[src/inc/sfs_pkg.sv]
// package for the spindle fault supervisor: codes, timing, carriers
package sfs_pkg;

    // ****************************************
    // clock and timing
    // ****************************************
    localparam int CLK_HZ       = 20_000_000;
    localparam int AIR_LIMIT_S  = 4;
    localparam int OVL4_LIMIT_S = 30;
    localparam int OVL5_LIMIT_S = 10;
    localparam int OVL6_LIMIT_S = 5;
    localparam int FLASH_HALF_MS = 250;
    localparam int FLASH_HALF_CYC = FLASH_HALF_MS * (CLK_HZ / 1000);
    localparam int CNT_W        = 30;

    // ****************************************
    // segment thresholds
    // ****************************************
    localparam logic [2:0] SEG_OVL4 = 3'h4;
    localparam logic [2:0] SEG_OVL5 = 3'h5;
    localparam logic [2:0] SEG_OVL6 = 3'h6;

    // ****************************************
    // display codes: high nibble letter, low nibble digit
    // ****************************************
    localparam logic [7:0] CODE_NONE = 8'h00;
    localparam logic [7:0] CODE_A0 = 8'ha0;
    localparam logic [7:0] CODE_A1 = 8'ha1;
    localparam logic [7:0] CODE_A2 = 8'ha2;
    localparam logic [7:0] CODE_A3 = 8'ha3;
    localparam logic [7:0] CODE_A4 = 8'ha4;
    localparam logic [7:0] CODE_A5 = 8'ha5;
    localparam logic [7:0] CODE_E1 = 8'he1;
    localparam logic [7:0] CODE_E2 = 8'he2;
    localparam logic [7:0] CODE_E3 = 8'he3;
    localparam logic [7:0] CODE_E4 = 8'he4;
    localparam logic [7:0] CODE_E5 = 8'he5;
    localparam logic [7:0] CODE_E6 = 8'he6;
    localparam logic [7:0] CODE_E7 = 8'he7;
    localparam logic [7:0] CODE_E8 = 8'he8;
    localparam logic [7:0] CODE_EA = 8'hea;
    localparam logic [7:0] CODE_EL = 8'hec;
    localparam logic [7:0] CODE_EH = 8'heb;
    localparam logic [7:0] CODE_EC = 8'hed;

    // ****************************************
    // carriers
    // ****************************************
    typedef struct packed {
        logic cord_off;
        logic air_low;
        logic unit_hot;
        logic estop;
        logic air_high;
    } sfs_warn_t;

    typedef struct packed {
        logic overcurrent;
        logic supply_fault;
        logic cord_off;
        logic overheat;
        logic brake_fault;
        logic no_speed_fb;
        logic bad_motor;
        logic overspeed;
        logic memory_fault;
    } sfs_err_t;

    typedef enum logic [2:0] {
        SFS_RUN_OK  = 3'h1,
        SFS_LATCHED = 3'h2,
        SFS_DAMAGED = 3'h4
    } sfs_state_t;

    typedef enum logic [2:0] {
        SFS_RST_OPEN1  = 3'h1,
        SFS_RST_CLOSED = 3'h2,
        SFS_RST_IDLE   = 3'h4
    } sfs_rst_t;

endpackage

[src/rtl/sfs_top.sv]
// spindle fault supervisor: warning/error classification, latch and release
// What this block does
// - any warning: flash warning lamp, show its code, raise warning output
// - warning A0 cord, A1 low air, A2 hot, A3 overload, A4 estop, A5 air high
// - any error: stop motor, flash error lamp, show code, raise error output
// - error codes E1..E8, EA, EL, EH, EC per fault kind
// - latched error clears only by panel button or external reset input
// - remote release needs external reset open, closed, then open again
// - internal-damage error stays latched; both release methods ignored
// - E7 when air low over 4 s rotating, or low at start
// - EA when a new start arrives while previous start still active
// - four or more lit segments is overload: warning A3
// - overload limit: four segments 30 s, five 10 s, six 5 s
// - overload time expired: stop motor, error lamp, E8, error output
// - error output polarity selectable: closed or open on error
// - with no error or warning both outputs stay open
`timescale 1ns/1ns
module sfs_top (
    // clock and reset
    input  wire logic               MCLK,
    input  wire logic               RST_B,
    // fault conditions
    input  wire sfs_pkg::sfs_warn_t WARN_IN,
    input  wire sfs_pkg::sfs_err_t  ERR_IN,
    input  wire logic [2:0]         LOAD_SEGS,
    // run status and commands
    input  wire logic               ROTATING,
    input  wire logic               START_CMD,
    input  wire logic               START_ACTIVE,
    // release sources
    input  wire logic               PANEL_RESET,
    input  wire logic               EXT_RESET_CLOSED,
    // configuration
    input  wire logic               ERR_CLOSE_ON_ERR,
    // outputs
    output logic                    MOTOR_STOP,
    output logic                    WARN_LAMP,
    output logic                    ERR_LAMP,
    output logic [7:0]              DISP_CODE,
    output logic                    WARN_CLOSED,
    output logic                    ERR_CLOSED
);

    // ****************************************
    // helpers
    // ****************************************
    localparam logic [sfs_pkg::CNT_W-1:0] AIR_CYC =
        sfs_pkg::CNT_W'(sfs_pkg::AIR_LIMIT_S * sfs_pkg::CLK_HZ);
    localparam logic [sfs_pkg::CNT_W-1:0] FLASH_CYC =
        sfs_pkg::CNT_W'(sfs_pkg::FLASH_HALF_CYC);

    function automatic logic [7:0] err_code(input sfs_pkg::sfs_err_t e, input logic air,
                                            input logic ext, input logic ovl);
        logic [7:0] c;
        c = sfs_pkg::CODE_NONE;
        if      (e.overcurrent)  c = sfs_pkg::CODE_E1;
        else if (e.supply_fault) c = sfs_pkg::CODE_E2;
        else if (e.cord_off)     c = sfs_pkg::CODE_E3;
        else if (e.overheat)     c = sfs_pkg::CODE_E4;
        else if (e.brake_fault)  c = sfs_pkg::CODE_E5;
        else if (e.no_speed_fb)  c = sfs_pkg::CODE_E6;
        else if (air)            c = sfs_pkg::CODE_E7;
        else if (ovl)            c = sfs_pkg::CODE_E8;
        else if (ext)            c = sfs_pkg::CODE_EA;
        else if (e.bad_motor)    c = sfs_pkg::CODE_EL;
        else if (e.overspeed)    c = sfs_pkg::CODE_EH;
        else if (e.memory_fault) c = sfs_pkg::CODE_EC;
        return c;
    endfunction

    function automatic logic [7:0] warn_code(input sfs_pkg::sfs_warn_t w, input logic ovl);
        logic [7:0] c;
        c = sfs_pkg::CODE_NONE;
        if      (w.cord_off) c = sfs_pkg::CODE_A0;
        else if (w.air_low)  c = sfs_pkg::CODE_A1;
        else if (w.unit_hot) c = sfs_pkg::CODE_A2;
        else if (ovl)        c = sfs_pkg::CODE_A3;
        else if (w.estop)    c = sfs_pkg::CODE_A4;
        else if (w.air_high) c = sfs_pkg::CODE_A5;
        return c;
    endfunction

    // ****************************************
    // signals
    // ****************************************
    sfs_pkg::sfs_state_t       state_ff;
    sfs_pkg::sfs_state_t       nxt_state;
    sfs_pkg::sfs_rst_t         rstseq_ff;
    logic [sfs_pkg::CNT_W-1:0] air_cnt_ff;
    logic [sfs_pkg::CNT_W-1:0] flash_cnt_ff;
    logic                      flash_ff;
    logic [7:0]                code_ff;
    logic                      ovl_now;
    logic                      ovl_exp;
    logic                      air_err;
    logic                      ext_err;
    logic [7:0]                new_err;
    logic                      damage;
    logic                      ext_release;
    logic                      release_req;
    logic                      warn_any;
    logic                      motor_stop_ff;
    logic                      warn_lamp_ff;
    logic                      err_lamp_ff;
    logic [7:0]                disp_ff;
    logic                      warn_out_ff;
    logic                      err_out_ff;

    // ****************************************
    // overload timer
    // ****************************************
    sfs_ovl_timer u_ovl (
        .clk      (MCLK),
        .rst_b    (RST_B),
        .segs     (LOAD_SEGS),
        .overload (ovl_now),
        .expired  (ovl_exp)
    );

    // ****************************************
    // fault detection
    // ****************************************
    // low air while rotating
    always_ff @(posedge MCLK) begin
        if (!RST_B || !ROTATING || !WARN_IN.air_low) begin
            air_cnt_ff <= '0;
        end else if (air_cnt_ff <= AIR_CYC) begin
            air_cnt_ff <= air_cnt_ff + 1'b1;
        end
    end

    // low air timeout or at start
    assign air_err = air_cnt_ff > AIR_CYC || (START_CMD && WARN_IN.air_low);
    assign ext_err = START_CMD && START_ACTIVE;
    assign new_err = err_code(ERR_IN, air_err, ext_err, ovl_exp);
    // supply and memory faults count as internal damage
    assign damage  = ERR_IN.supply_fault || ERR_IN.memory_fault;
    assign warn_any = |WARN_IN || ovl_now;

    // ****************************************
    // release
    // ****************************************
    // open, closed, open sequence
    always_ff @(posedge MCLK) begin
        if (!RST_B) begin
            rstseq_ff <= sfs_pkg::SFS_RST_IDLE;
        end else begin
            case (rstseq_ff)
                sfs_pkg::SFS_RST_IDLE: begin
                    if (!EXT_RESET_CLOSED) begin
                        rstseq_ff <= sfs_pkg::SFS_RST_OPEN1;
                    end
                end
                sfs_pkg::SFS_RST_OPEN1: begin
                    if (EXT_RESET_CLOSED) begin
                        rstseq_ff <= sfs_pkg::SFS_RST_CLOSED;
                    end
                end
                sfs_pkg::SFS_RST_CLOSED: begin
                    if (!EXT_RESET_CLOSED) begin
                        rstseq_ff <= sfs_pkg::SFS_RST_OPEN1;
                    end
                end
                default: begin
                    rstseq_ff <= sfs_pkg::SFS_RST_IDLE;
                end
            endcase
        end
    end

    assign ext_release = rstseq_ff == sfs_pkg::SFS_RST_CLOSED && !EXT_RESET_CLOSED;
    assign release_req = PANEL_RESET || ext_release;

    // ****************************************
    // error latch
    // ****************************************
    always_comb begin
        nxt_state = state_ff;
        case (state_ff)
            sfs_pkg::SFS_RUN_OK: begin
                if (new_err != sfs_pkg::CODE_NONE) begin
                    nxt_state = damage ? sfs_pkg::SFS_DAMAGED : sfs_pkg::SFS_LATCHED;
                end
            end
            sfs_pkg::SFS_LATCHED: begin
                // a fresh damage fault overrides a pending release
                if (damage) begin
                    nxt_state = sfs_pkg::SFS_DAMAGED;
                end else if (release_req) begin
                    nxt_state = sfs_pkg::SFS_RUN_OK;
                end
            end
            sfs_pkg::SFS_DAMAGED: begin
                nxt_state = sfs_pkg::SFS_DAMAGED;
            end
            default: begin
                nxt_state = sfs_pkg::SFS_LATCHED;
            end
        endcase
    end

    always_ff @(posedge MCLK) begin
        if (!RST_B) begin
            state_ff <= sfs_pkg::SFS_RUN_OK;
        end else begin
            state_ff <= nxt_state;
        end
    end

    // code captured on entry; first fault wins over later ones, except that a later damage fault while latched replaces it
    always_ff @(posedge MCLK) begin
        if (!RST_B) begin
            code_ff <= sfs_pkg::CODE_NONE;
        end else if (state_ff == sfs_pkg::SFS_RUN_OK) begin
            code_ff <= new_err;
        end else if (damage && state_ff == sfs_pkg::SFS_LATCHED) begin
            code_ff <= new_err;
        end
    end

    // ****************************************
    // flasher
    // ****************************************
    always_ff @(posedge MCLK) begin
        if (!RST_B || flash_cnt_ff == FLASH_CYC - 1'b1) begin
            flash_cnt_ff <= '0;
        end else begin
            flash_cnt_ff <= flash_cnt_ff + 1'b1;
        end
    end

    always_ff @(posedge MCLK) begin
        if (!RST_B) begin
            flash_ff <= 1'b0;
        end else if (flash_cnt_ff == FLASH_CYC - 1'b1) begin
            flash_ff <= !flash_ff;
        end
    end

    // ****************************************
    // outputs
    // ****************************************
    // error stops motor, lamp, code
    always_ff @(posedge MCLK) begin
        if (!RST_B) begin
            motor_stop_ff <= 1'b0;
            err_lamp_ff   <= 1'b0;
        end else begin
            motor_stop_ff <= nxt_state != sfs_pkg::SFS_RUN_OK;
            err_lamp_ff   <= nxt_state != sfs_pkg::SFS_RUN_OK && flash_ff;
        end
    end

    always_ff @(posedge MCLK) begin
        if (!RST_B) begin
            warn_lamp_ff <= 1'b0;
        end else begin
            warn_lamp_ff <= warn_any && flash_ff;
        end
    end

    // error code shown ahead of warning code
    always_ff @(posedge MCLK) begin
        if (!RST_B) begin
            disp_ff <= sfs_pkg::CODE_NONE;
        end else if (state_ff != sfs_pkg::SFS_RUN_OK) begin
            disp_ff <= code_ff;
        end else begin
            disp_ff <= warn_code(WARN_IN, ovl_now);
        end
    end

    always_ff @(posedge MCLK) begin
        if (!RST_B) begin
            warn_out_ff <= 1'b0;
        end else begin
            warn_out_ff <= warn_any;
        end
    end

    always_ff @(posedge MCLK) begin
        if (!RST_B) begin
            err_out_ff <= 1'b0;
        end else if (nxt_state == sfs_pkg::SFS_RUN_OK && !warn_any) begin
            err_out_ff <= 1'b0;
        end else begin
            // follows the latch decision so the contact moves with the motor stop
            err_out_ff <= (nxt_state != sfs_pkg::SFS_RUN_OK) == ERR_CLOSE_ON_ERR;
        end
    end

    assign MOTOR_STOP  = motor_stop_ff;
    assign WARN_LAMP   = warn_lamp_ff;
    assign ERR_LAMP    = err_lamp_ff;
    assign DISP_CODE   = disp_ff;
    assign WARN_CLOSED = warn_out_ff;
    assign ERR_CLOSED  = err_out_ff;

endmodule

[src/rtl/sfs_ovl_timer.sv]
// overload episode timer with segment-dependent limit
`timescale 1ns/1ns
module sfs_ovl_timer (
    // clock and reset
    input  wire logic       clk,
    input  wire logic       rst_b,
    // load segments lit
    input  wire logic [2:0] segs,
    // overload status
    output logic            overload,
    output logic            expired
);

    localparam logic [sfs_pkg::CNT_W-1:0] LIM4 =
        sfs_pkg::CNT_W'(sfs_pkg::OVL4_LIMIT_S * sfs_pkg::CLK_HZ);
    localparam logic [sfs_pkg::CNT_W-1:0] LIM5 =
        sfs_pkg::CNT_W'(sfs_pkg::OVL5_LIMIT_S * sfs_pkg::CLK_HZ);
    localparam logic [sfs_pkg::CNT_W-1:0] LIM6 =
        sfs_pkg::CNT_W'(sfs_pkg::OVL6_LIMIT_S * sfs_pkg::CLK_HZ);

    logic [sfs_pkg::CNT_W-1:0] cnt_ff;
    logic [sfs_pkg::CNT_W-1:0] limit;
    logic                      ovl_ff;
    logic                      exp_ff;

    always_comb begin
        if (segs >= sfs_pkg::SEG_OVL6) begin
            limit = LIM6;
        end else if (segs == sfs_pkg::SEG_OVL5) begin
            limit = LIM5;
        end else begin
            limit = LIM4;
        end
    end

    always_ff @(posedge clk) begin
        if (!rst_b || segs < sfs_pkg::SEG_OVL4) begin
            cnt_ff <= '0;
        end else if (cnt_ff < limit) begin
            cnt_ff <= cnt_ff + 1'b1;
        end
    end

    always_ff @(posedge clk) begin
        if (!rst_b) begin
            ovl_ff <= 1'b0;
        end else begin
            ovl_ff <= segs >= sfs_pkg::SEG_OVL4;
        end
    end

    always_ff @(posedge clk) begin
        if (!rst_b) begin
            exp_ff <= 1'b0;
        end else begin
            exp_ff <= segs >= sfs_pkg::SEG_OVL4 && cnt_ff >= limit;
        end
    end

    assign overload = ovl_ff;
    assign expired  = exp_ff;

endmodule

[config.mk]
export PLATFORM = sky130hd
export DESIGN_NAME = sfs_top
export DESIGN_NICKNAME = d
export VERILOG_FILES = /design/src/inc/sfs_pkg.sv /design/src/rtl/sfs_top.sv /design/src/rtl/sfs_ovl_timer.sv
export SDC_FILE = /design/constraint.sdc
export NUM_CORES = 1
export LEC_CHECK = 0
export ABC_AREA = 1
export BUFFER_PORTS_ARGS = -buffer_cell sky130_fd_sc_hd__buf_4
export CAP_MARGIN = 10
export CELL_PAD_IN_SITES_DETAIL_PLACEMENT = 0
export CELL_PAD_IN_SITES_GLOBAL_PLACEMENT = 1
export CORE_AREA = 2 2 123 125
export DETAILED_ROUTE_END_ITERATION = 10
export DIE_AREA = 0 0 125 127
export PLACE_DENSITY_LB_ADDON = 0.1
export SYNTH_ARGS = -nofsm -noshare
export SYNTH_HDL_FRONTEND = slang
export SYNTH_SLANG_ARGS = --single-unit
[constraint.sdc]
create_clock -name MCLK -period 3 [get_ports MCLK]
set_input_delay 0.6 -clock MCLK [delete_from_list [all_inputs] [get_ports MCLK]]
set_output_delay 0.6 -clock MCLK [all_outputs]
set_load 0.01 [all_outputs]
==> reports/metrics.yaml <==
clock_network:
  clk_latency_ns: 0.41
  ctsLongestPathBuffers: 2
  cts_root_buf: "clkbuf_16"
  clkTransAtPathRegs_ns: 0.05
  cts_resized: 0
  hold_buffers: 0
  clock_sinks: 115
  ctsHtreeMaxLevel: 4
  cts_buffers: 17
  cts_tree: "yes"
  cts_setup_buffers: 0
layout:
  layout.nets: 1014
  multi_input_area_um2: 3441
  seq_area_um2: 2302
  syn2layout_area_growth_pct: 15.93
  nFillCells: 1486
  drive_above_1_share_pct: 11.11
  post-route-util_pct: 50.81
  diodes: 0
  fin_area_um2: 7328
synthesis:
  syn_nets: 969
  synth_top_family_by_area: "simple AND/OR/NAND/NOR gates"
  ys_seq_area_share_pct: 36.42
  syn_area_per_cell_um2: 6.834
  async_reset_ff_share_pct: 0
  synth-seq-cells: 115
  syn_inst: 925
  synth_xor_area_share_pct: 3.603
  synth_area_um2: 6321
  synth_edf_count: 0
  synth_compound_area_share_pct: 11.48
  synth_mux_area_share_pct: 0
  synthAdderAreaFrac_pct: 3.761
  synthSimpleGateAreaFrac_pct: 35.53
  synthFlopType: "dfxtp_1"
  ys_types: 45
  ys_warn_count: 0
hold_path:
  min_to: "rstseq_ff[0]$_SDFFE_PN0P_"
  hold_path_depth: 2
  holdCritStartpoint: "EXT_RESET_CLOSED"
  min_path_type: "in2reg"
sta:
  finalCritPeriodShare_pct: 84.71
  slew_violations: 0
  hold_violations: 0
  rsz0062_at_grt: "no"
  maxSlewHeadroom_pct: 59.48
  worst_slack_ns: 0.4588
  fin_setup_tns_ns: 0
  clock_skew_ns: 0.007152
  tightest_slew_ns: 0.6023
  min_period_ns: 2.541
  setup_viol: 0
  fmax_mhz: 393.5
grt:
  grt_max_degree: 23
  grt_first_pass_wirelength_um: 27230
  grt_pass1_vias: 5893
  antenna_found_initial: 0
  grt-ovfl-total: 0
  grt_use_total_pct: 20.71
critical_path:
  r2r_end: "u_ovl.cnt_ff[20]$_SDFFE_PP0P_"
  critPathMaxStageDelay_ns: 0.30
  critPathKind: "in2reg"
  cp_max_fo: 9
  critPathRequiredTime_ns: 3.31
  timing.rr.start: "u_ovl.cnt_ff[19]$_SDFFE_PP0P_"
  crit_top_cell: "nand2_1"
  crit_chain: "buf_4, nand3b_1, nand2_1, inv_1, ha_1, nand4_1, inv_1, nand2_1, o211ai_1, nand2_1, nand3_2, nor2_2, nand4_1, nor2_1, nand2_1, nand2_1, nor2_1"
  worst-path-buf-inv: 3
  critPathLaunchType: "primary input"
  critPathTopFamily: "simple AND/OR/NAND/NOR gates"
  rrSetupSlack_ns: 0.64
  crit_slowest_cell: "ha_1"
  end_kind: "register"
  reg2reg_depth: 13
  arrival_ns: 2.85
detailed_routing:
  drtIter0Drc: 341
  ant_nets: 0
  firstDrtPassIters: 5
  drc: 0
  routed_wl_um: 15580
  vias: 6058
  wl_per_cell_um: 13.37
  viasPerCell: 5.200
place:
  gp_congestion: 0.8908
  port_buffers: 36
  placed_area_um2: 6792
  post-dp-hpwl_um: 11810
  pre_cts_slack_ns: 0.06852
floorplanning:
  coreArea_um2: 14420
  rows: 44
  initial_core_util_pct: 43.82
  io_pins: 38
  die-height_um: 127
  die_w_um: 125
  die_area_um2: 15880
status:
  outcome: "complete, no violations"
job:
  drv_cap: 0
power:
  peakVddDrop_uv: 437.8
  cellLeakagePower_nw: 2.700
  p_per_area_nw_per_um2: 498.3
## cell type report
| type | count | share of cell area [%] |
|---|---|---|
| multi-input cells | 661 | 46.95 |
| flip-flops and latches | 115 | 31.42 |
| inverters | 132 | 6.761 |
| clock buffers | 24 | 6.573 |
| repair buffers | 43 | 4.405 |
| well taps | 184 | 3.142 |
| clock inverters | 6 | 0.7512 |
## layout by cell type (no fill, tap or decap), types with 2 or more instances in the layout
cell       count
a21oi_1       74
a31oi_1        8
buf_4         43
clkbuf_1       4
clkbuf_16     17
clkbuf_8       3
clkinv_2       5
dfxtp_1      115
ha_1          19
inv_1        125
inv_2          6
nand2_1      184
nand2_2        7
nand3_1       47
nand3_2        3
nand3b_1       2
nand4_1       30
nor2_1       100
nor2_2         8
nor2_4         2
nor3_1        55
nor3_2         2
nor3b_1        5
nor4_1        23
o211ai_1       2
o21a_1         3
o21ai_0       34
o21ai_1        6
o21bai_1       2
o31ai_1        2
or2_2          4
xnor2_1       11
xor2_1        15
## cells in the mapped netlist (3+ instances only)
library cell	number	area (µm²)
nor2_1	100	375.4
a31oi_1	8	50.05
nor2_2	8	50.05
nand4_1	30	187.7
dfxtp_1	115	2302
buf_2	9	45.04
or2_2	4	25.02
o21a_1	3	22.52
nand3_1	47	235.2
inv_2	6	22.52
nand2_2	7	43.79
o21ai_1	6	30.03
nand3_2	3	30.03
xnor2_1	11	96.34
ha_1	19	237.7
a21oi_1	74	370.4
nor4_1	23	143.9
inv_1	125	469.2
nor3_1	55	275.3
nand2_1	184	690.7
xor2_1	15	131.4
o21ai_0	34	170.2
clkbuf_1	6	22.52
nor3b_1	5	37.54
## logic make-up (layout without fill, tap and decap cells)
logic type / count (synthesis) / after routing
other: 1 / 1
adder cells (fa/ha/maj): 19 / 19
AND/OR/NAND/NOR: 480 / 480
flip-flops: 115 / 115
buffers and inverters: 149 / 205
XOR/XNOR: 26 / 26
AO/OA/AOI/OAI: 135 / 135
## per-layer routing
metal | global-route usage (%) | vias to the layer above | share of wire (%)
li1 | - | 3156 | -
met3 | 4.355 | 23 | 4.1
met1 | 26.63 | 2756 | 49
met2 | 34.85 | 123 | 46
met5 | 0 | - | 0
met4 | 6.993 | 0 | 1.3
## flip-flops by register name, indices dropped and copies added (netlist names), 3 cells and up
signal / count
DISP_CODE: 6
code_ff: 5
u_ovl.cnt_ff: 30
rstseq_ff: 3
air_cnt_ff: 30
state_ff: 3
flash_cnt_ff: 30
## power breakdown
group,switching (W),leakage (nW),internal [W]
Sequential,0.0000171,0.931,0.00156
Combinational,0.000122,1.50,0.0000823
Clock,0.000683,0.269,0.00119
Total,0.000822,2.70,0.00283
## worst max-delay path by stage
| stage | to | from | depth (start not counted) |
|---|---|---|---|
| floorplan | u_ovl.cnt_ff[20]$_SDFFE_PP0P_ | LOAD_SEGS[1] | 16 |
| global placement | u_ovl.cnt_ff[20]$_SDFFE_PP0P_ | LOAD_SEGS[1] | 17 |
| detailed placement | u_ovl.cnt_ff[19]$_SDFFE_PP0P_ | LOAD_SEGS[1] | 16 |
| CTS | u_ovl.cnt_ff[29]$_SDFFE_PP0P_ | LOAD_SEGS[1] | 16 |
| global route | u_ovl.cnt_ff[15]$_SDFFE_PP0P_ | LOAD_SEGS[1] | 16 |
| finish | u_ovl.cnt_ff[20]$_SDFFE_PP0P_ | LOAD_SEGS[1] | 17 |
## metrics by stage
step	total power (W)	std cells	hold WS (ns)
finish	0.003651	1165	0.3655
global route	0.003786	1165	0.3665
CTS	0.003687	1165	0.3526
detailed placement	0.001814	1135	0.4296
global placement	0.001807	1135	0.4284
floorplan	0.001733	925	0.4084
No activity file was read; power rests on OpenSTA's default activity.
